===== src/rtl/usart_sync_pkg.sv =====
package usart_sync_pkg;

  // register byte addresses on the bus
  localparam logic [7:0] OFS_IRQ_CONTROL = 8'h00;
  localparam logic [7:0] OFS_PERIPH_FLAGS = 8'h04;
  localparam logic [7:0] OFS_PERIPH_ENABLES = 8'h08;
  localparam logic [7:0] OFS_PERIPH_PRIO = 8'h0C;
  localparam logic [7:0] OFS_RX_STATUS_CONTROL = 8'h10;
  localparam logic [7:0] OFS_TX_BUFFER = 8'h14;
  localparam logic [7:0] OFS_TX_STATUS_CONTROL = 8'h18;
  localparam logic [7:0] OFS_BAUD_DIVISOR = 8'h1C;
  localparam logic [7:0] OFS_RX_BUFFER = 8'h20;

  // reset values
  localparam logic [7:0] RST_ZERO = 8'h00;
  localparam logic [7:0] RST_TX_STATUS_CONTROL = 8'h02;

  // irq_control fields
  localparam int GLOBAL_IRQ_ENABLE_BIT = 7;
  localparam int PERIPHERAL_IRQ_ENABLE_BIT = 6;
  // peripheral flags / enables fields
  localparam int RX_FULL_BIT = 5;
  localparam int TX_EMPTY_BIT = 4;
  // rx_status_control fields
  localparam int SERIAL_PORT_ENABLE_BIT = 7;
  localparam int RX_NINTH_ENABLE_BIT = 6;
  localparam int SINGLE_RX_ENABLE_BIT = 5;
  localparam int CONTINUOUS_RX_ENABLE_BIT = 4;
  localparam int ADDRESS_DETECT_BIT = 3;
  localparam int FRAMING_ERROR_BIT = 2;
  localparam int OVERRUN_ERROR_BIT = 1;
  localparam int RX_NINTH_VALUE_BIT = 0;
  // tx_status_control fields
  localparam int CLOCK_SOURCE_SELECT_BIT = 7;
  localparam int TX_NINTH_ENABLE_BIT = 6;
  localparam int TX_ENABLE_BIT = 5;
  localparam int CLOCKED_MODE_SELECT_BIT = 4;
  localparam int HIGH_SPEED_BIT = 2;
  localparam int TX_SHIFTER_EMPTY_BIT = 1;
  localparam int TX_NINTH_VALUE_BIT = 0;

  // word lengths in bits
  localparam logic [3:0] WORD_BITS_8 = 4'h8;
  localparam logic [3:0] WORD_BITS_9 = 4'h9;
  localparam logic [3:0] BIT_ONE = 4'h1;

  typedef enum logic [1:0] {
    ST_IDLE = 2'b00,
    ST_TX = 2'b01,
    ST_RX = 2'b10
  } shift_state_t;

  typedef struct packed {
    logic ck;
    logic dt;
  } link_pins_t;

endpackage


===== src/rtl/usart_sync.sv =====
// Chosen here: the APB interface to the registers and the register offsets.
`timescale 1ns/1ns
module usart_sync
  import usart_sync_pkg::*;
(
  // clock and reset
  input wire logic pclk,
  input wire logic presetn,
  // apb slave
  input wire logic [7:0] paddr,
  input wire logic psel,
  input wire logic penable,
  input wire logic pwrite,
  input wire logic [31:0] pwdata,
  output logic [31:0] prdata,
  output logic pready,
  output logic pslverr,
  // link pins: input, output, output enable
  input wire link_pins_t pins_in,
  output link_pins_t pins_out,
  output link_pins_t pins_oe,
  // interrupt request
  output logic irq
);

  logic [7:0] irq_control_reg;
  logic [7:0] enables_reg;
  logic [7:0] prio_reg;
  logic [7:0] rx_ctrl_reg;
  logic [7:0] tx_ctrl_reg;
  logic [7:0] baud_divisor_reg;
  logic [7:0] tx_buffer_reg;
  logic [7:0] rx_buffer_reg;
  logic tx_full_reg;
  logic tx_flag_reg;
  logic [1:0] tx_clr_reg;
  logic rx_flag_reg;
  logic overrun_reg;
  logic rx_ninth_reg;
  shift_state_t state_reg;
  logic [8:0] shifter_reg;
  logic [3:0] bit_cnt_reg;
  logic [3:0] nbits_reg;
  logic [7:0] div_cnt_reg;
  logic ck_reg;
  logic dt_reg;
  link_pins_t sync1_reg;
  link_pins_t sync2_reg;
  link_pins_t sync3_reg;
  logic tx_enable_d_reg;

  function automatic logic [7:0] reg_index_ok(input logic [7:0] a);
    reg_index_ok = (a <= OFS_RX_BUFFER) && (a[1:0] == 2'b00) ? 8'h01 : 8'h00;
  endfunction

  // bus decode
  logic access;
  logic wr_en;
  logic rd_en;
  assign access = psel & penable & pready;
  assign wr_en = access & pwrite;
  assign rd_en = access & ~pwrite;

  // control bits
  logic serial_port_enable, sync_mode, master, tx_enable, tx9, rx9, single_rx_enable, continuous_rx_enable, active;
  assign serial_port_enable = rx_ctrl_reg[SERIAL_PORT_ENABLE_BIT];
  assign sync_mode = tx_ctrl_reg[CLOCKED_MODE_SELECT_BIT];
  assign master = tx_ctrl_reg[CLOCK_SOURCE_SELECT_BIT];
  assign tx_enable = tx_ctrl_reg[TX_ENABLE_BIT];
  assign tx9 = tx_ctrl_reg[TX_NINTH_ENABLE_BIT];
  assign rx9 = rx_ctrl_reg[RX_NINTH_ENABLE_BIT];
  assign single_rx_enable = rx_ctrl_reg[SINGLE_RX_ENABLE_BIT];
  assign continuous_rx_enable = rx_ctrl_reg[CONTINUOUS_RX_ENABLE_BIT];
  // asynchronous operation is not built here, so without the mode bit all stays idle
  assign active = serial_port_enable & sync_mode;

  // shift clock events
  logic tick, rise_ev, fall_ev, busy;
  assign busy = (state_reg != ST_IDLE);
  assign tick = (div_cnt_reg == baud_divisor_reg);
  always_comb begin
    if (master) begin
      rise_ev = tick & busy & ~ck_reg;
      fall_ev = tick & busy & ck_reg;
    end else begin
      rise_ev = busy & sync2_reg.ck & ~sync3_reg.ck;
      fall_ev = busy & ~sync2_reg.ck & sync3_reg.ck;
    end
  end

  // start and end of words
  logic tx_load, rx_start, rx_abort, last_bit;
  assign tx_load = active & tx_enable & tx_full_reg & (state_reg == ST_IDLE);
  assign rx_start = active & (single_rx_enable | continuous_rx_enable) & ~overrun_reg & (state_reg == ST_IDLE)
                    & ~tx_load;
  assign rx_abort = (state_reg == ST_RX) & ~(single_rx_enable | continuous_rx_enable);
  assign last_bit = fall_ev & (bit_cnt_reg == nbits_reg - BIT_ONE);
  logic rx_done;
  assign rx_done = (state_reg == ST_RX) & last_bit;

  // pin synchronisers; the first stage feeds only the second
  always_ff @(posedge pclk or negedge presetn) begin
    if (!presetn) begin
      sync1_reg <= '0;
      sync2_reg <= '0;
      sync3_reg <= '0;
    end else begin
      sync1_reg <= pins_in;
      sync2_reg <= sync1_reg;
      sync3_reg <= sync2_reg;
    end
  end

  // apb answer: one access cycle, no wait states
  always_ff @(posedge pclk or negedge presetn) begin
    if (!presetn) begin
      pready <= 1'b0;
      pslverr <= 1'b0;
      prdata <= '0;
    end else begin
      pready <= psel & ~penable & ~pready;
      pslverr <= psel & ~penable & ~pready & (reg_index_ok(paddr) == 8'h00);
      if (psel & ~penable & ~pwrite) begin
        case (paddr)
          OFS_IRQ_CONTROL: prdata <= {24'h000000, irq_control_reg};
          OFS_PERIPH_FLAGS: prdata <= {26'h0000000, rx_flag_reg, tx_flag_reg, 4'h0};
          OFS_PERIPH_ENABLES: prdata <= {24'h000000, enables_reg};
          OFS_PERIPH_PRIO: prdata <= {24'h000000, prio_reg};
          OFS_RX_STATUS_CONTROL: prdata <= {24'h000000, rx_ctrl_reg[7:3], 1'b0,
                                            overrun_reg, rx_ninth_reg};
          OFS_TX_BUFFER: prdata <= {24'h000000, tx_buffer_reg};
          OFS_TX_STATUS_CONTROL: prdata <= {24'h000000, tx_ctrl_reg[7:4], 1'b0,
                                            tx_ctrl_reg[2], ~(state_reg == ST_TX),
                                            tx_ctrl_reg[0]};
          OFS_BAUD_DIVISOR: prdata <= {24'h000000, baud_divisor_reg};
          OFS_RX_BUFFER: prdata <= {24'h000000, rx_buffer_reg};
          default: prdata <= '0;
        endcase
      end
    end
  end

  // plain control registers
  always_ff @(posedge pclk or negedge presetn) begin
    if (!presetn) begin
      irq_control_reg <= RST_ZERO;
      enables_reg <= RST_ZERO;
      prio_reg <= RST_ZERO;
      tx_ctrl_reg <= RST_TX_STATUS_CONTROL;
      baud_divisor_reg <= RST_ZERO;
    end else if (wr_en) begin
      case (paddr)
        OFS_IRQ_CONTROL: irq_control_reg <= pwdata[7:0] & 8'hC0;
        OFS_PERIPH_ENABLES: enables_reg <= pwdata[7:0] & 8'h30;
        OFS_PERIPH_PRIO: prio_reg <= pwdata[7:0];
        OFS_TX_STATUS_CONTROL: tx_ctrl_reg <= pwdata[7:0] & 8'hF5;
        OFS_BAUD_DIVISOR: baud_divisor_reg <= pwdata[7:0];
        default: ;
      endcase
    end
  end

  // receive control; single_rx_enable is cleared by hardware after one word unless continuous_rx_enable is set
  always_ff @(posedge pclk or negedge presetn) begin
    if (!presetn) begin
      rx_ctrl_reg <= RST_ZERO;
    end else begin
      if (wr_en && paddr == OFS_RX_STATUS_CONTROL) begin
        rx_ctrl_reg <= pwdata[7:0] & 8'hF8;
      end else if (rx_done && !continuous_rx_enable) begin
        rx_ctrl_reg[SINGLE_RX_ENABLE_BIT] <= 1'b0;
      end
    end
  end

  // transmit buffer and its empty flag
  always_ff @(posedge pclk or negedge presetn) begin
    if (!presetn) begin
      tx_buffer_reg <= RST_ZERO;
      tx_full_reg <= 1'b0;
      tx_clr_reg <= 2'b00;
      tx_flag_reg <= 1'b0;
      tx_enable_d_reg <= 1'b0;
    end else begin
      tx_enable_d_reg <= tx_enable;
      tx_clr_reg <= {tx_clr_reg[0], wr_en && paddr == OFS_TX_BUFFER};
      if (wr_en && paddr == OFS_TX_BUFFER) begin
        tx_buffer_reg <= pwdata[7:0];
        tx_full_reg <= 1'b1;
      end else if (tx_load) begin
        tx_full_reg <= 1'b0;
      end
      // set wins over the delayed clear; flag writes from software are ignored
      if (tx_load || (tx_enable && !tx_enable_d_reg && !tx_full_reg)) begin
        tx_flag_reg <= 1'b1;
      end else if (tx_clr_reg[1] && tx_full_reg) begin
        tx_flag_reg <= 1'b0;
      end
    end
  end

  // shift engine
  always_ff @(posedge pclk or negedge presetn) begin
    if (!presetn) begin
      state_reg <= ST_IDLE;
      shifter_reg <= '0;
      bit_cnt_reg <= '0;
      nbits_reg <= WORD_BITS_8;
      dt_reg <= 1'b0;
    end else begin
      case (state_reg)
        ST_IDLE: begin
          bit_cnt_reg <= '0;
          if (tx_load) begin
            state_reg <= ST_TX;
            shifter_reg <= {tx_ctrl_reg[TX_NINTH_VALUE_BIT], tx_buffer_reg};
            nbits_reg <= tx9 ? WORD_BITS_9 : WORD_BITS_8;
            dt_reg <= tx_buffer_reg[0];
          end else if (rx_start) begin
            state_reg <= ST_RX;
            nbits_reg <= rx9 ? WORD_BITS_9 : WORD_BITS_8;
          end
        end
        ST_TX: begin
          if (rise_ev && bit_cnt_reg != 4'h0) begin
            dt_reg <= shifter_reg[bit_cnt_reg];
          end
          if (last_bit) begin
            state_reg <= ST_IDLE;
          end else if (fall_ev) begin
            bit_cnt_reg <= bit_cnt_reg + BIT_ONE;
          end
        end
        ST_RX: begin
          if (fall_ev) begin
            shifter_reg[bit_cnt_reg] <= sync2_reg.dt;
            bit_cnt_reg <= bit_cnt_reg + BIT_ONE;
          end
          if (last_bit || rx_abort || !active) begin
            state_reg <= ST_IDLE;
          end
        end
        default: state_reg <= ST_IDLE;
      endcase
    end
  end

  // master shift clock divider; idles low between words
  always_ff @(posedge pclk or negedge presetn) begin
    if (!presetn) begin
      div_cnt_reg <= '0;
      ck_reg <= 1'b0;
    end else if (!busy || !master) begin
      div_cnt_reg <= '0;
      ck_reg <= 1'b0;
    end else if (tick) begin
      div_cnt_reg <= '0;
      ck_reg <= ~ck_reg;
    end else begin
      div_cnt_reg <= div_cnt_reg + 8'h01;
    end
  end

  // received word, full flag and overrun
  logic rx_word_in;
  assign rx_word_in = rx_done;
  always_ff @(posedge pclk or negedge presetn) begin
    if (!presetn) begin
      rx_buffer_reg <= RST_ZERO;
      rx_ninth_reg <= 1'b0;
      rx_flag_reg <= 1'b0;
      overrun_reg <= 1'b0;
    end else begin
      if (rx_word_in && !rx_flag_reg) begin
        rx_buffer_reg <= {sync2_reg.dt, shifter_reg[6:0]}; // nbits 8 case
        if (nbits_reg == WORD_BITS_9) begin
          rx_buffer_reg <= shifter_reg[7:0];
          rx_ninth_reg <= sync2_reg.dt;
        end
      end
      // a word that lands in the read cycle keeps the full flag set (set wins) but is not loaded into the buffer
      if (rx_word_in) begin
        rx_flag_reg <= 1'b1;
      end else if (rd_en && paddr == OFS_RX_BUFFER) begin
        rx_flag_reg <= 1'b0;
      end
      if (!continuous_rx_enable) begin
        overrun_reg <= 1'b0;
      end else if (rx_word_in && rx_flag_reg) begin
        overrun_reg <= 1'b1;
      end
    end
  end

  // pin drive and interrupt, all registered
  always_ff @(posedge pclk or negedge presetn) begin
    if (!presetn) begin
      pins_out <= '0;
      pins_oe <= '0;
      irq <= 1'b0;
    end else begin
      pins_out.ck <= ck_reg;
      pins_out.dt <= dt_reg;
      pins_oe.ck <= active & master;
      pins_oe.dt <= active & (state_reg == ST_TX);
      irq <= irq_control_reg[GLOBAL_IRQ_ENABLE_BIT] & irq_control_reg[PERIPHERAL_IRQ_ENABLE_BIT]
             & ((rx_flag_reg & enables_reg[RX_FULL_BIT])
             | (tx_flag_reg & enables_reg[TX_EMPTY_BIT]));
    end
  end
endmodule


===== config.mk =====
export PLATFORM = sky130hd
export DESIGN_NAME = usart_sync
export DESIGN_NICKNAME = d
export VERILOG_FILES = /design/src/rtl/usart_sync_pkg.sv /design/src/rtl/usart_sync.sv
export SDC_FILE = /design/constraint.sdc
export NUM_CORES = 1
export LEC_CHECK = 0
export ABC_AREA = 1
export BUFFER_PORTS_ARGS = -buffer_cell sky130_fd_sc_hd__buf_2
export CAP_MARGIN = 40
export CORE_MARGIN = 2
export CORE_UTILIZATION = 30
export CTS_CLUSTER_SIZE = 40
export DETAILED_ROUTE_END_ITERATION = 8
export PLACE_DENSITY_LB_ADDON = 0.25
export SETUP_SLACK_MARGIN = 0.15
export SYNTH_ARGS = -nofsm -noshare
export SYNTH_HDL_FRONTEND = slang
export SYNTH_SLANG_ARGS = --single-unit

===== constraint.sdc =====
create_clock -name pclk -period 1.8 [get_ports pclk]
set_input_delay 0.09 -clock pclk [delete_from_list [all_inputs] [get_ports pclk]]
set_output_delay 0.09 -clock pclk [all_outputs]
set_load 0.005 [all_outputs]

# Word level (Yosys, flattened, before mapping)
# Cells that the tools add are included.
# word_totals
mem_count	0
out_inout_bits	39
wordCells	198
input_bits	47
rom_bits	0
reg_bits	129
mem_bits_rw	0
latch_bits	0
# op_classes
bitwise_logic	44
n_reduce_logical	49
mul	0
mux	42
div	0
order_cmp	3
n_shift	0
n_addsub	3
n_eq_ne	21
# op_table
operator	n
$pmux 8 s9	1
$and 1x1->1	32
$eq 8x5->1 const B	4
$mux 8	3
$mux 1	21
$mux 9	2
$pmux 9 s2	1
$reduce_bool 2->1	9
$eq 8x4->1 const B	2
$logic_not 8->1	2
$mux 4	4
$reduce_and 2->1	8
$logic_and 1x1->1	12
$pmux 4 s3	1
$ne 2x2->1 const B	5
$not 1->1	10
$bwmux 9	1
$reduce_and 3->1	3
$add 8x1->8 const B	1
$eq 8x3->1 const B	1
$eq 8x6->1 const B	1
$eq 8x8->1	1
$le 8x6->1 const B	1
$mux 2	4
20 further kinds	32

# Logic depth before layout (Yosys ltp)
# Gate-level depths: netlist of the first run.
# logic_depth
ltp_word	9
ltp_mapped	12
mapped_depth_nobuf	12

# Least setup slack after synthesis of the first run
# No wires, ideal clock.
# synth_path
path_kind	register to register
startpoint	register state_reg[0]
endpoint	register rx_buffer_reg[7]
period_less_slack_ns	1.751
setup_time_ns	0.126
required_time_ns	1.674
n_path_buf	1
stages_incl_launch_ff	12
arrival_ns	1.625
slack_ns	0.049
path_cell_list	dfrtp_1 inv_1 ha_1 inv_1 nand2_1 nor2_1 nand3_1 nand2_2 nand3_2 nor2_4 buf_6 o21ai_0
# synth_between
elab_chain_len	7
word_cells_on_any_way	10
cone_classes	1 x eq/ne; 1 x mux; 6 x bitwise; 2 x reduce/logical
# synth_lines
element	line	rtl
start: declaration	usart_sync.sv:40	shift_state_t state_reg;
start signal: assignment	usart_sync.sv:205	state_reg <= ST_IDLE;
start signal: assignment	usart_sync.sv:215	state_reg <= ST_TX;
start signal: assignment	usart_sync.sv:220	state_reg <= ST_RX;
$reduce_bool 2->1	usart_sync.sv:79	assign busy = (state_reg != ST_IDLE);
$and 1x1->1 (on tied branches) (2 in a row)	usart_sync.sv:87, usart_sync.sv:84	
$mux 1	usart_sync.sv:82	if (master) begin
$and 1x1->1	usart_sync.sv:97	assign last_bit = fall_ev & (bit_cnt_reg == nbits_reg - BIT_ONE);
$and 1x1->1 (*)	usart_sync.sv:99	assign rx_done = (state_reg == ST_RX) & last_bit;
$logic_and 1x1->1 (*)	usart_sync.sv:274	if (rx_word_in && !rx_flag_reg) begin
end signal: assignment	usart_sync.sv:275	rx_buffer_reg <= {sync2_reg.dt, shifter_reg[6:0]};
end signal: assignment	usart_sync.sv:277	rx_buffer_reg <= shifter_reg[7:0];
end: declaration	usart_sync.sv:33	logic [7:0] rx_buffer_reg;
# Mark *: on every way between the ends. The rest lies on a longest branch, timed or not.
# A chain may end at the register's enable or synchronous reset.

# Final worst setup path of the first run
# layout_path
startpoint	register div_cnt_reg[2]
endpoint	register rx_buffer_reg[3]
# layout_between
elab_chain_len	7
# layout_lines
element	line	rtl
start: declaration	usart_sync.sv:44	logic [7:0] div_cnt_reg;
start signal: assignment	usart_sync.sv:260	div_cnt_reg <= div_cnt_reg + 8'h01;
$eq 8x8->1	usart_sync.sv:80	assign tick = (div_cnt_reg == baud_divisor_reg);
$and 1x1->1 (2 in a row)	usart_sync.sv:84	fall_ev = tick & busy & ck_reg;
$mux 1	usart_sync.sv:82	
$and 1x1->1	usart_sync.sv:97	
$and 1x1->1	usart_sync.sv:99	
$logic_and 1x1->1	usart_sync.sv:274	
# No other way between the ends.

==> report_table.html, run 1 <==
<table>
<tr><th>Metric</th><th>Value</th></tr>
<tr><th colspan="2">Power</th></tr>
<tr><td>Leakage Power</td><td>3.13 nW</td></tr>
<tr><td>Part of the total power dissipated in the clock network</td><td>42.9%</td></tr>
<tr><td>Sequential share of power</td><td>52.9%</td></tr>
<tr><td>Internal power of the cells</td><td>3.35 mW</td></tr>
<tr><td>Power density of the placed cells</td><td>675 nW/um2</td></tr>
<tr><td>Combinational cell fraction of total power</td><td>4.2%</td></tr>
<tr><td>Switching component of the power</td><td>0.975 mW</td></tr>
<tr><td>Maximum vdd drop</td><td>0.000467 V</td></tr>
<tr><td>Fraction of power spent switching nets</td><td>22.5%</td></tr>
<tr><th colspan="2">Route</th></tr>
<tr><td>Count of antenna-violating nets left after detailed routing</td><td>0</td></tr>
<tr><td>Per-cell via count in the routed design</td><td>4.51</td></tr>
<tr><td>Final wirelength</td><td>13.9 mm</td></tr>
<tr><td>Number of optimization iterations in the first detailed-route pass</td><td>5</td></tr>
<tr><td>Detailed-route via count</td><td>4431</td></tr>
<tr><td>DRC violation total after the first TritonRoute iteration</td><td>305</td></tr>
<tr><td>Average wire per standard cell</td><td>14.2 um</td></tr>
<tr><td>DRC</td><td>0</td></tr>
<tr><th colspan="2">Synthesis</th></tr>
<tr><td>Synthesis warning total</td><td>0</td></tr>
<tr><td>Most area-hungry cell type in the Yosys netlist</td><td>dfrtp_1</td></tr>
<tr><td>Top cells by area, synth</td><td>dfrtp_1 49%, nand2_1 15%, o21ai_0 8.6%, inv_1 6.0%, buf_4 3.9%</td></tr>
<tr><td>Post-synth cell types</td><td>37</td></tr>
<tr><td>Fraction of synthesized cell area taken by the top area cell type</td><td>48.9%</td></tr>
<tr><td>Share of synthesized area occupied by flip-flops and latches</td><td>48.9%</td></tr>
<tr><td>Mean post-synth cell area</td><td>7.89 um2</td></tr>
<tr><td>Number of synthesized register bits</td><td>101</td></tr>
<tr><td>Combined area of all synthesized cells</td><td>5160 um2</td></tr>
<tr><td>Gate count of the mapped netlist</td><td>655</td></tr>
<tr><th colspan="2">Floorplan</th></tr>
<tr><td>Core area</td><td>16700 um2</td></tr>
<tr><td>Number of top-level pins</td><td>86</td></tr>
<tr><td>Starting utilization of the core area</td><td>30.9%</td></tr>
<tr><td>Die Y-Extent</td><td>135 um</td></tr>
<tr><td>Die W</td><td>135 um</td></tr>
<tr><td>Num rows</td><td>47</td></tr>
<tr><td>Die ar.</td><td>18300 um2</td></tr>
<tr><th colspan="2">Global routing</th></tr>
<tr><td>Via count of the first global-routing pass</td><td>4159</td></tr>
<tr><td>Global-route usage over all layers</td><td>16.2%</td></tr>
<tr><td>Maximum number of pins on one net before global-route repair</td><td>39</td></tr>
<tr><td>Global-route congestion overflow total</td><td>0</td></tr>
<tr><td>Wire length of the first global-routing pass</td><td>22.5 mm</td></tr>
<tr><td>Initial antenna violation count</td><td>0</td></tr>
<tr><th colspan="2">CTS</th></tr>
<tr><td>Worst-skew pair later-pin latency</td><td>0.35 ns</td></tr>
<tr><td>Clock tree from TritonCTS</td><td>done</td></tr>
<tr><td>Clock Tree Root</td><td>clkbuf_16</td></tr>
<tr><td>Clk sinks</td><td>101</td></tr>
<tr><td>CTS buffer count</td><td>9</td></tr>
<tr><td>CTS H-Tree Depth</td><td>3</td></tr>
<tr><td>Clock-pin slew on the worst setup and hold paths</td><td>0.07 ns</td></tr>
<tr><td>Clock tree buffer depth</td><td>2</td></tr>
<tr><th colspan="2">Setup path</th></tr>
<tr><td>Worst Path Class, Setup</td><td>register to register</td></tr>
<tr><td>WP data arrival</td><td>1.89 ns</td></tr>
<tr><td>Crit path capture type</td><td>register</td></tr>
<tr><td>Critical Path Source Type</td><td>register</td></tr>
<tr><td>Data required time at the worst endpoint</td><td>2.04 ns</td></tr>
<tr><td>Slack of the worst reg-to-reg path</td><td>0.14 ns</td></tr>
<tr><td>Worst Path Max Fanout</td><td>3</td></tr>
<tr><th colspan="2">Final layout</th></tr>
<tr><td>Number of flip-flops in the largest register</td><td>9</td></tr>
<tr><td>Filler Cell Count</td><td>1763</td></tr>
<tr><td>Finished Cell Area</td><td>6410 um2</td></tr>
<tr><td>Antenna fix cells</td><td>0</td></tr>
<tr><td>Syn-to-layout area delta</td><td>24.2%</td></tr>
<tr><td>Layout cells sized above 1</td><td>18.0%</td></tr>
<tr><td>Net total in the final layout</td><td>814</td></tr>
<tr><th colspan="2">Timing</th></tr>
<tr><td>Top achievable clock speed</td><td>603 MHz</td></tr>
<tr><td>Slew at the pin with the worst max-slew slack</td><td>0.546 ns</td></tr>
<tr><td>Headroom to the max-slew limit</td><td>63.6%</td></tr>
<tr><td>Hold Vio Cnt, Final</td><td>0</td></tr>
<tr><td>Total count of max-transition violations in the final report</td><td>0</td></tr>
<tr><td>Setup total negative slack</td><td>0 ns</td></tr>
<tr><td>Worst clock skew on the final layout</td><td>0.00657 ns</td></tr>
<tr><td>Setup repair after global routing missed its margin</td><td>true</td></tr>
<tr><td>Final-report setup violation count</td><td>0</td></tr>
<tr><td>Final period demand of the worst path</td><td>1.66 ns</td></tr>
<tr><td>Fraction of the cycle the final worst path needs</td><td>92.1%</td></tr>
<tr><th colspan="2">Min path</th></tr>
<tr><td>Hold crit path type</td><td>primary input to register</td></tr>
<tr><th colspan="2">Placement</th></tr>
<tr><td>Instance area at placement</td><td>5910 um2</td></tr>
<tr><td>GP Congestion</td><td>0.852</td></tr>
<tr><td>DP HPWL</td><td>10.8 mm</td></tr>
<tr><td>Count of input and output buffers</td><td>37</td></tr>
<tr><th colspan="2">Job</th></tr>
<tr><td>Maximum Capacitance Violations</td><td>0</td></tr>
<tr><th colspan="2">Run status</th></tr>
<tr><td>Run status</td><td>completed</td></tr>
</table>
[power groups by stage]
stage               logic (mW)  registers, mW  clock network (mW)
finish                   0.183           2.29                1.86
global route             0.210           2.29                2.01
detailed placement       0.168           2.33                   0
CTS                      0.187           2.29                1.91
global placement         0.168           2.33                   0
floorplan               0.0872           2.33                   0
[per-layer routing]
metal	vias to the layer above	part of all wire, %	track usage, %
met3	15	4.1	2.24
met4	0	1.7	6.13
met5	-	0	0
met1	2059	51	24.3
li1	2260	-	-
met2	97	43	23.7
[placed cells by master (no fill, tap or decap), types with 9 or more instances in the layout]
cell type,n
a21oi_1,11
dlygate4sd3_1,10
nand4_1,9
buf_4,52
nand3_1,30
buf_2,36
nor3_1,11
nand2_1,198
nor2_1,28
o21ai_0,86
inv_1,79
conb_1,24
dfrtp_1,101
clkbuf_16,9
[cell type report]
class,instances,area [um2],area share (%)
Clock buffer,13,260,4.06
Inverter,83,314,4.90
Clock inverter,3,20.0,0.312
Multi-Input combinational cell,461,2280,35.6
Timing Repair Buffer,102,733,11.4
Tap cell,220,275,4.29
Sequential cell,101,2530,39.4
[metrics by stage]
step                      worst slack [ns]  cells  total power [mW]  util, %  hold WS, ns
after floorplan                      0.164    678              2.42        -       -0.206
after global placement              0.0519    953              2.50     35.4        0.116
after detailed placement            0.0124    953              2.50     35.4        0.111
after CTS                            0.131    982              4.39     38.0      0.00914
after global routing                0.0176    983              4.51     38.4       0.0138
final                                0.142    983              4.33     38.4       0.0233
[worst paths after layout]
kind                           startpoint                to  cells after the start
min in group asynchronous         presetn    shifter_reg[2]                      2
hold / removal                       psel            pready                      3
setup / recovery           div_cnt_reg[2]  rx_buffer_reg[3]                     10
max in group asynchronous         presetn       overrun_reg                      3
hold reg to reg             tx_clr_reg[0]     tx_clr_reg[1]                      0
setup reg to reg           div_cnt_reg[2]  rx_buffer_reg[3]                     10
[critical path, stage by stage, from the launching register on]
cell	delay (ns)
dfrtp_1	0.39
xnor2_1	0.19
nand2_2	0.12
nor2_4	0.16
nand3_4	0.11
nand2_4	0.10
buf_6	0.10
nand4_1	0.10
buf_4	0.17
nand2_2	0.04
nand2_1	0.05
[Yosys cell counts]
| library cell | count |
|---|---|
| a211o_1 | 1 |
| a21oi_1 | 11 |
| a22o_1 | 1 |
| buf_2 | 2 |
| buf_4 | 27 |
| buf_6 | 1 |
| clkbuf_1 | 3 |
| clkinv_1 | 1 |
| conb_1 | 1 |
| dfrtp_1 | 101 |
| ha_1 | 9 |
| inv_1 | 82 |
| nand2_1 | 206 |
| nand2_2 | 1 |
| nand3_1 | 31 |
| nand3_2 | 1 |
| nand3b_1 | 2 |
| nand4_1 | 9 |
| nor2_1 | 34 |
| nor2_2 | 1 |
| nor2_4 | 4 |
| nor3_1 | 11 |
| nor3b_1 | 1 |
| o2111ai_1 | 1 |
| o211a_1 | 1 |
| o211ai_1 | 1 |
| o21a_1 | 8 |
| o21ai_0 | 89 |
| o21ai_2 | 1 |
| o21bai_1 | 1 |
| o221ai_1 | 1 |
| o22ai_1 | 3 |
| o31ai_1 | 2 |
| o31ai_2 | 1 |
| or2_2 | 1 |
| xnor2_1 | 3 |
| xor2_1 | 1 |
[logic make-up after synthesis]
logic type / after synthesis / synth area share [%]
flops: 101 / 48.9
xor+xnor: 4 / 0.678
compound gates: 122 / 13.1
buf+inv: 116 / 10.6
fa+ha+maj: 9 / 2.18
other cells: 1 / 0.0726
simple gates: 302 / 24.5
[repair_timing]
item | CTS | global route
endpoints found under the hold margin | 43 | 0
setup buffers | 3 | 1
pin swaps | 11 | 3
setup endpoints to repair | 26 | 28
hold buffers | 10 | 0
resized for setup | 11 | 16
(Power assumes the default switching activity.)
==> run 2: changes to the inputs <==
--- a/config.mk
+++ b/config.mk
@@ -8,12 +8,13 @@
 export ABC_AREA = 1
 export BUFFER_PORTS_ARGS = -buffer_cell sky130_fd_sc_hd__buf_2
 export CAP_MARGIN = 40
+export CELL_PAD_IN_SITES_DETAIL_PLACEMENT = 1
+export CELL_PAD_IN_SITES_GLOBAL_PLACEMENT = 1
 export CORE_MARGIN = 2
 export CORE_UTILIZATION = 30
 export CTS_CLUSTER_SIZE = 40
 export DETAILED_ROUTE_END_ITERATION = 8
 export PLACE_DENSITY_LB_ADDON = 0.25
-export SETUP_SLACK_MARGIN = 0.15
 export SYNTH_ARGS = -nofsm -noshare
 export SYNTH_HDL_FRONTEND = slang
 export SYNTH_SLANG_ARGS = --single-unit
==> run 2 against run 1 <==
Against the previous run: flip-flop and latch count unchanged; clock skew up 0.0041 ns; sequential power about the same; combinational power up 2%; worst setup slack worse by 0.12 ns; sequential share of layout area up 0.092 points; cell count down 0.81%.
==> report_table.html, run 2 (same netlist as run 1, synthesis figures left out) <==
<table>
<tr><th>Metric</th><th>Value</th></tr>
<tr><th colspan="2">Setup path</th></tr>
<tr><td>Data required time at the worst endpoint</td><td>2.04 ns (about the same)</td></tr>
<tr><td>Cell repeated most along the worst path</td><td>nor2_4 (was nand2_2)</td></tr>
<tr><td>Critical Path Source Type</td><td>register (unchanged)</td></tr>
<tr><td>WP data arrival</td><td>2.02 ns (was 1.89 ns)</td></tr>
<tr><td>Ordered list of cells on the worst path</td><td>inv_1 -&gt; ha_4 -&gt; buf_4 -&gt; nor2_4 -&gt; nand2_2 -&gt; nand2_4 -&gt; nand3_4 -&gt; nor2_4 -&gt; clkbuf_16 -&gt; o21ai_0 (was xnor2_1 -&gt; nand2_2 -&gt; nor2_4 -&gt; nand3_4 -&gt; nand2_4 -&gt; buf_6 -&gt; nand4_1 -&gt; buf_4 -&gt; nand2_2 -&gt; nand2_1)</td></tr>
<tr><td>Cell with the biggest individual delay on the critical path</td><td>dfrtp_1 (unchanged)</td></tr>
<tr><td>Longest individual stage delay on the worst path</td><td>0.36 ns (was 0.39 ns)</td></tr>
<tr><td>Worst Path Max Fanout</td><td>7 (was 3)</td></tr>
<tr><td>Slack of the worst reg-to-reg path</td><td>0.03 ns (was 0.14 ns)</td></tr>
<tr><td>Crit path capture type</td><td>register (unchanged)</td></tr>
<tr><td>Worst Path Class, Setup</td><td>register to register (unchanged)</td></tr>
<tr><th colspan="2">Route</th></tr>
<tr><td>Average wire per standard cell</td><td>16.4 um (was 14.2 um)</td></tr>
<tr><td>DRC violation total after the first TritonRoute iteration</td><td>237 (was 305)</td></tr>
<tr><td>Number of optimization iterations in the first detailed-route pass</td><td>4 (was 5)</td></tr>
<tr><td>Highest metal used</td><td>met4 (unchanged)</td></tr>
<tr><td>Routed met3 length</td><td>686 um (was 576 um)</td></tr>
<tr><td>Total met2 wirelength after detailed routing</td><td>7.42 mm (was 5.95 mm)</td></tr>
<tr><td>Per-cell via count in the routed design</td><td>4.67 (was 4.51)</td></tr>
<tr><td>Final wirelength</td><td>16.0 mm (was 13.9 mm)</td></tr>
<tr><td>Detailed-route via count</td><td>4555 (was 4431)</td></tr>
<tr><td>Count of antenna-violating nets left after detailed routing</td><td>0 (unchanged)</td></tr>
<tr><td>WL met1</td><td>7.54 mm (was 7.17 mm)</td></tr>
<tr><td>DRC</td><td>0 (unchanged)</td></tr>
<tr><th colspan="2">Timing</th></tr>
<tr><td>Worst setup margin</td><td>0.0260 ns (was 0.142 ns)</td></tr>
<tr><td>Top achievable clock speed</td><td>564 MHz (was 603 MHz)</td></tr>
<tr><td>Slew at the pin with the worst max-slew slack</td><td>0.499 ns (was 0.546 ns)</td></tr>
<tr><td>Total count of max-transition violations in the final report</td><td>0 (unchanged)</td></tr>
<tr><td>Min Hold Slack</td><td>0.0154 ns (was 0.0233 ns)</td></tr>
<tr><td>Final-report setup violation count</td><td>0 (unchanged)</td></tr>
<tr><td>Worst clock skew on the final layout</td><td>0.0106 ns (was 0.00657 ns)</td></tr>
<tr><td>Hold Vio Cnt, Final</td><td>0 (unchanged)</td></tr>
<tr><td>Final period demand of the worst path</td><td>1.77 ns (was 1.66 ns)</td></tr>
<tr><td>Fraction of the cycle the final worst path needs</td><td>98.6% (was 92.1%)</td></tr>
<tr><td>Headroom to the max-slew limit</td><td>66.6% (was 63.6%)</td></tr>
<tr><th colspan="2">Power</th></tr>
<tr><td>Maximum vdd drop</td><td>0.000480 V (was 0.000467 V)</td></tr>
<tr><td>Combinational cell fraction of total power</td><td>4.0% (was 4.2%)</td></tr>
<tr><td>Leakage Power</td><td>3.12 nW (was 3.13 nW)</td></tr>
<tr><td>Overall power consumption</td><td>4.63 mW (was 4.33 mW)</td></tr>
<tr><td>Power density of the placed cells</td><td>723 nW/um2 (was 675 nW/um2)</td></tr>
<tr><td>Part of the total power dissipated in the clock network</td><td>46.5% (was 42.9%)</td></tr>
<tr><td>Switching component of the power</td><td>1.06 mW (was 0.975 mW)</td></tr>
<tr><td>Sequential share of power</td><td>49.5% (was 52.9%)</td></tr>
<tr><td>Internal power of the cells</td><td>3.57 mW (was 3.35 mW)</td></tr>
<tr><td>Fraction of power spent switching nets</td><td>22.9% (was 22.5%)</td></tr>
<tr><th colspan="2">Final layout</th></tr>
<tr><td>Number of flip-flops in the largest register</td><td>9 (unchanged)</td></tr>
<tr><td>Final core utilization</td><td>38.3% (was 38.4%)</td></tr>
<tr><td>Commonest non-fill, non-tap cells in the layout</td><td>200 x nand2_1, 101 x dfrtp_1, 86 x o21ai_0 (was 198 x nand2_1, 101 x dfrtp_1, 86 x o21ai_0)</td></tr>
<tr><td>Antenna fix cells</td><td>0 (unchanged)</td></tr>
<tr><td>Net total in the final layout</td><td>806 (was 814)</td></tr>
<tr><td>Most common cell after layout, fill and taps aside</td><td>nand2_1 (unchanged)</td></tr>
<tr><td>Syn-to-layout area delta</td><td>23.9% (was 24.2%)</td></tr>
<tr><td>Layout cells sized above 1</td><td>16.3% (was 18.0%)</td></tr>
<tr><th colspan="2">CTS</th></tr>
<tr><td>Clock Tree Root</td><td>clkbuf_16 (unchanged)</td></tr>
<tr><td>Worst-skew pair later-pin latency</td><td>0.36 ns (was 0.35 ns)</td></tr>
<tr><td>Clk sinks</td><td>101 (unchanged)</td></tr>
<tr><td>Clock-pin slew on the worst setup and hold paths</td><td>0.07 ns (about the same)</td></tr>
<tr><td>CTS buffer count</td><td>9 (unchanged)</td></tr>
<tr><td>Clock tree buffer depth</td><td>2 (unchanged)</td></tr>
<tr><td>Clock tree from TritonCTS</td><td>done (unchanged)</td></tr>
<tr><td>CTS H-Tree Depth</td><td>3 (unchanged)</td></tr>
<tr><th colspan="2">Placement</th></tr>
<tr><td>Count of input and output buffers</td><td>37 (unchanged)</td></tr>
<tr><td>Pre-CTS setup slack</td><td>-0.0884 ns (was 0.0124 ns)</td></tr>
<tr><td>DP HPWL</td><td>12.2 mm (was 10.8 mm)</td></tr>
<tr><td>GP Congestion</td><td>0.871 (was 0.852)</td></tr>
<tr><th colspan="2">Run status</th></tr>
<tr><td>Run status</td><td>completed (unchanged)</td></tr>
<tr><th colspan="2">Job</th></tr>
<tr><td>Maximum Capacitance Violations</td><td>0 (unchanged)</td></tr>
<tr><th colspan="2">Global routing</th></tr>
<tr><td>Global-route congestion overflow total</td><td>0 (unchanged)</td></tr>
<tr><td>Global-route usage over all layers</td><td>18.3% (was 16.2%)</td></tr>
<tr><td>Wire length of the first global-routing pass</td><td>25.2 mm (was 22.5 mm)</td></tr>
<tr><td>Via count of the first global-routing pass</td><td>4566 (was 4159)</td></tr>
<tr><td>Maximum number of pins on one net before global-route repair</td><td>33 (was 39)</td></tr>
<tr><td>Initial antenna violation count</td><td>0 (unchanged)</td></tr>
<tr><th colspan="2">Floorplan</th></tr>
<tr><td>Die ar.</td><td>18300 um2 (unchanged)</td></tr>
<tr><td>Number of top-level pins</td><td>86 (unchanged)</td></tr>
<tr><td>Starting utilization of the core area</td><td>30.9% (unchanged)</td></tr>
<tr><td>Die Y-Extent</td><td>135 um (unchanged)</td></tr>
<tr><td>Die W</td><td>135 um (unchanged)</td></tr>
<tr><td>Core area</td><td>16700 um2 (unchanged)</td></tr>
<tr><td>Num rows</td><td>47 (unchanged)</td></tr>
<tr><th colspan="2">Min path</th></tr>
<tr><td>Hold crit path type</td><td>primary input to register (unchanged)</td></tr>
</table>
[run 2: cell types whose count changed in the layout (fill, tap and decap cells not counted), sizes merged]
cell / previous run / this run
inv: 82 / 83
bufinv: 0 / 2
clkinv: 2 / 1
buf: 92 / 83
clkbuf: 13 / 12
[run 2: critical path: cells and delay by family (launching register included)]
family,cells,cell delay (ns)
adder cells (fa/ha/maj),1,0.18
flip-flops,1,0.36
buffers and inverters,3,0.44
AO/OA/AOI/OAI,1,0.07
AND/OR/NAND/NOR,5,0.61
[run 2: final cells by class]
| cell class | instances | area, um2 |
|---|---|---|
| fill | 2058 | 10300 |
| multi-input combinational | 461 | 2270 |
| clock buffer | 11 | 233 |
| inverter | 83 | 312 |
| sequential | 101 | 2530 |
| timing repair buffer | 94 | 696 |
| clock inverter | 5 | 83.8 |
| tap | 220 | 275 |
[run 2: routing by layer]
metal	up-vias	track usage, %
met5	-	0
met3	19	2.36
met4	0	7.81
li1	2238	-
met1	2197	25.4
met2	101	28.8
[run 2: power by group through the flow]
stage	logic, mW	registers, mW	clock network [mW]
2_1_floorplan	0.0871	2.33	0
3_3_place_gp	0.170	2.33	0
3_5_place_dp	0.174	2.33	0
4_1_cts	0.192	2.29	2.20
5_1_grt	0.214	2.29	2.29
6_report	0.187	2.29	2.15
[run 2: per-stage QoR]
stage               std cells  area, um2   TNS, ns
floorplan                 678       5250         0
global placement          947       5840  -0.00156
detailed placement        947       5840    -0.684
global route              975       6400    -0.422
finish                    975       6400         0
CTS                       974       6290  -0.00660
[run 2: final timing paths]
kind	start	end	depth (start not counted)
setup reg to reg	state_reg[1]	rx_buffer_reg[1]	10
setup / recovery	state_reg[1]	rx_buffer_reg[1]	10
min in group asynchronous	presetn	shifter_reg[5]	2
hold / removal	pwdata[6]	tx_buffer_reg[6]	3
hold reg to reg	tx_clr_reg[0]	tx_clr_reg[1]	0
max in group asynchronous	presetn	div_cnt_reg[7]	3
[run 2: timing repair]
action / CTS / global route
resized for setup: 4 / 23
gates cloned: 0 / 1
setup endpoints to repair: 14 / 29
pin swaps: 3 / 4
setup buffers: 1 / 0
hold endpoints to repair: 39 / 0
hold buffers: 10 / 0
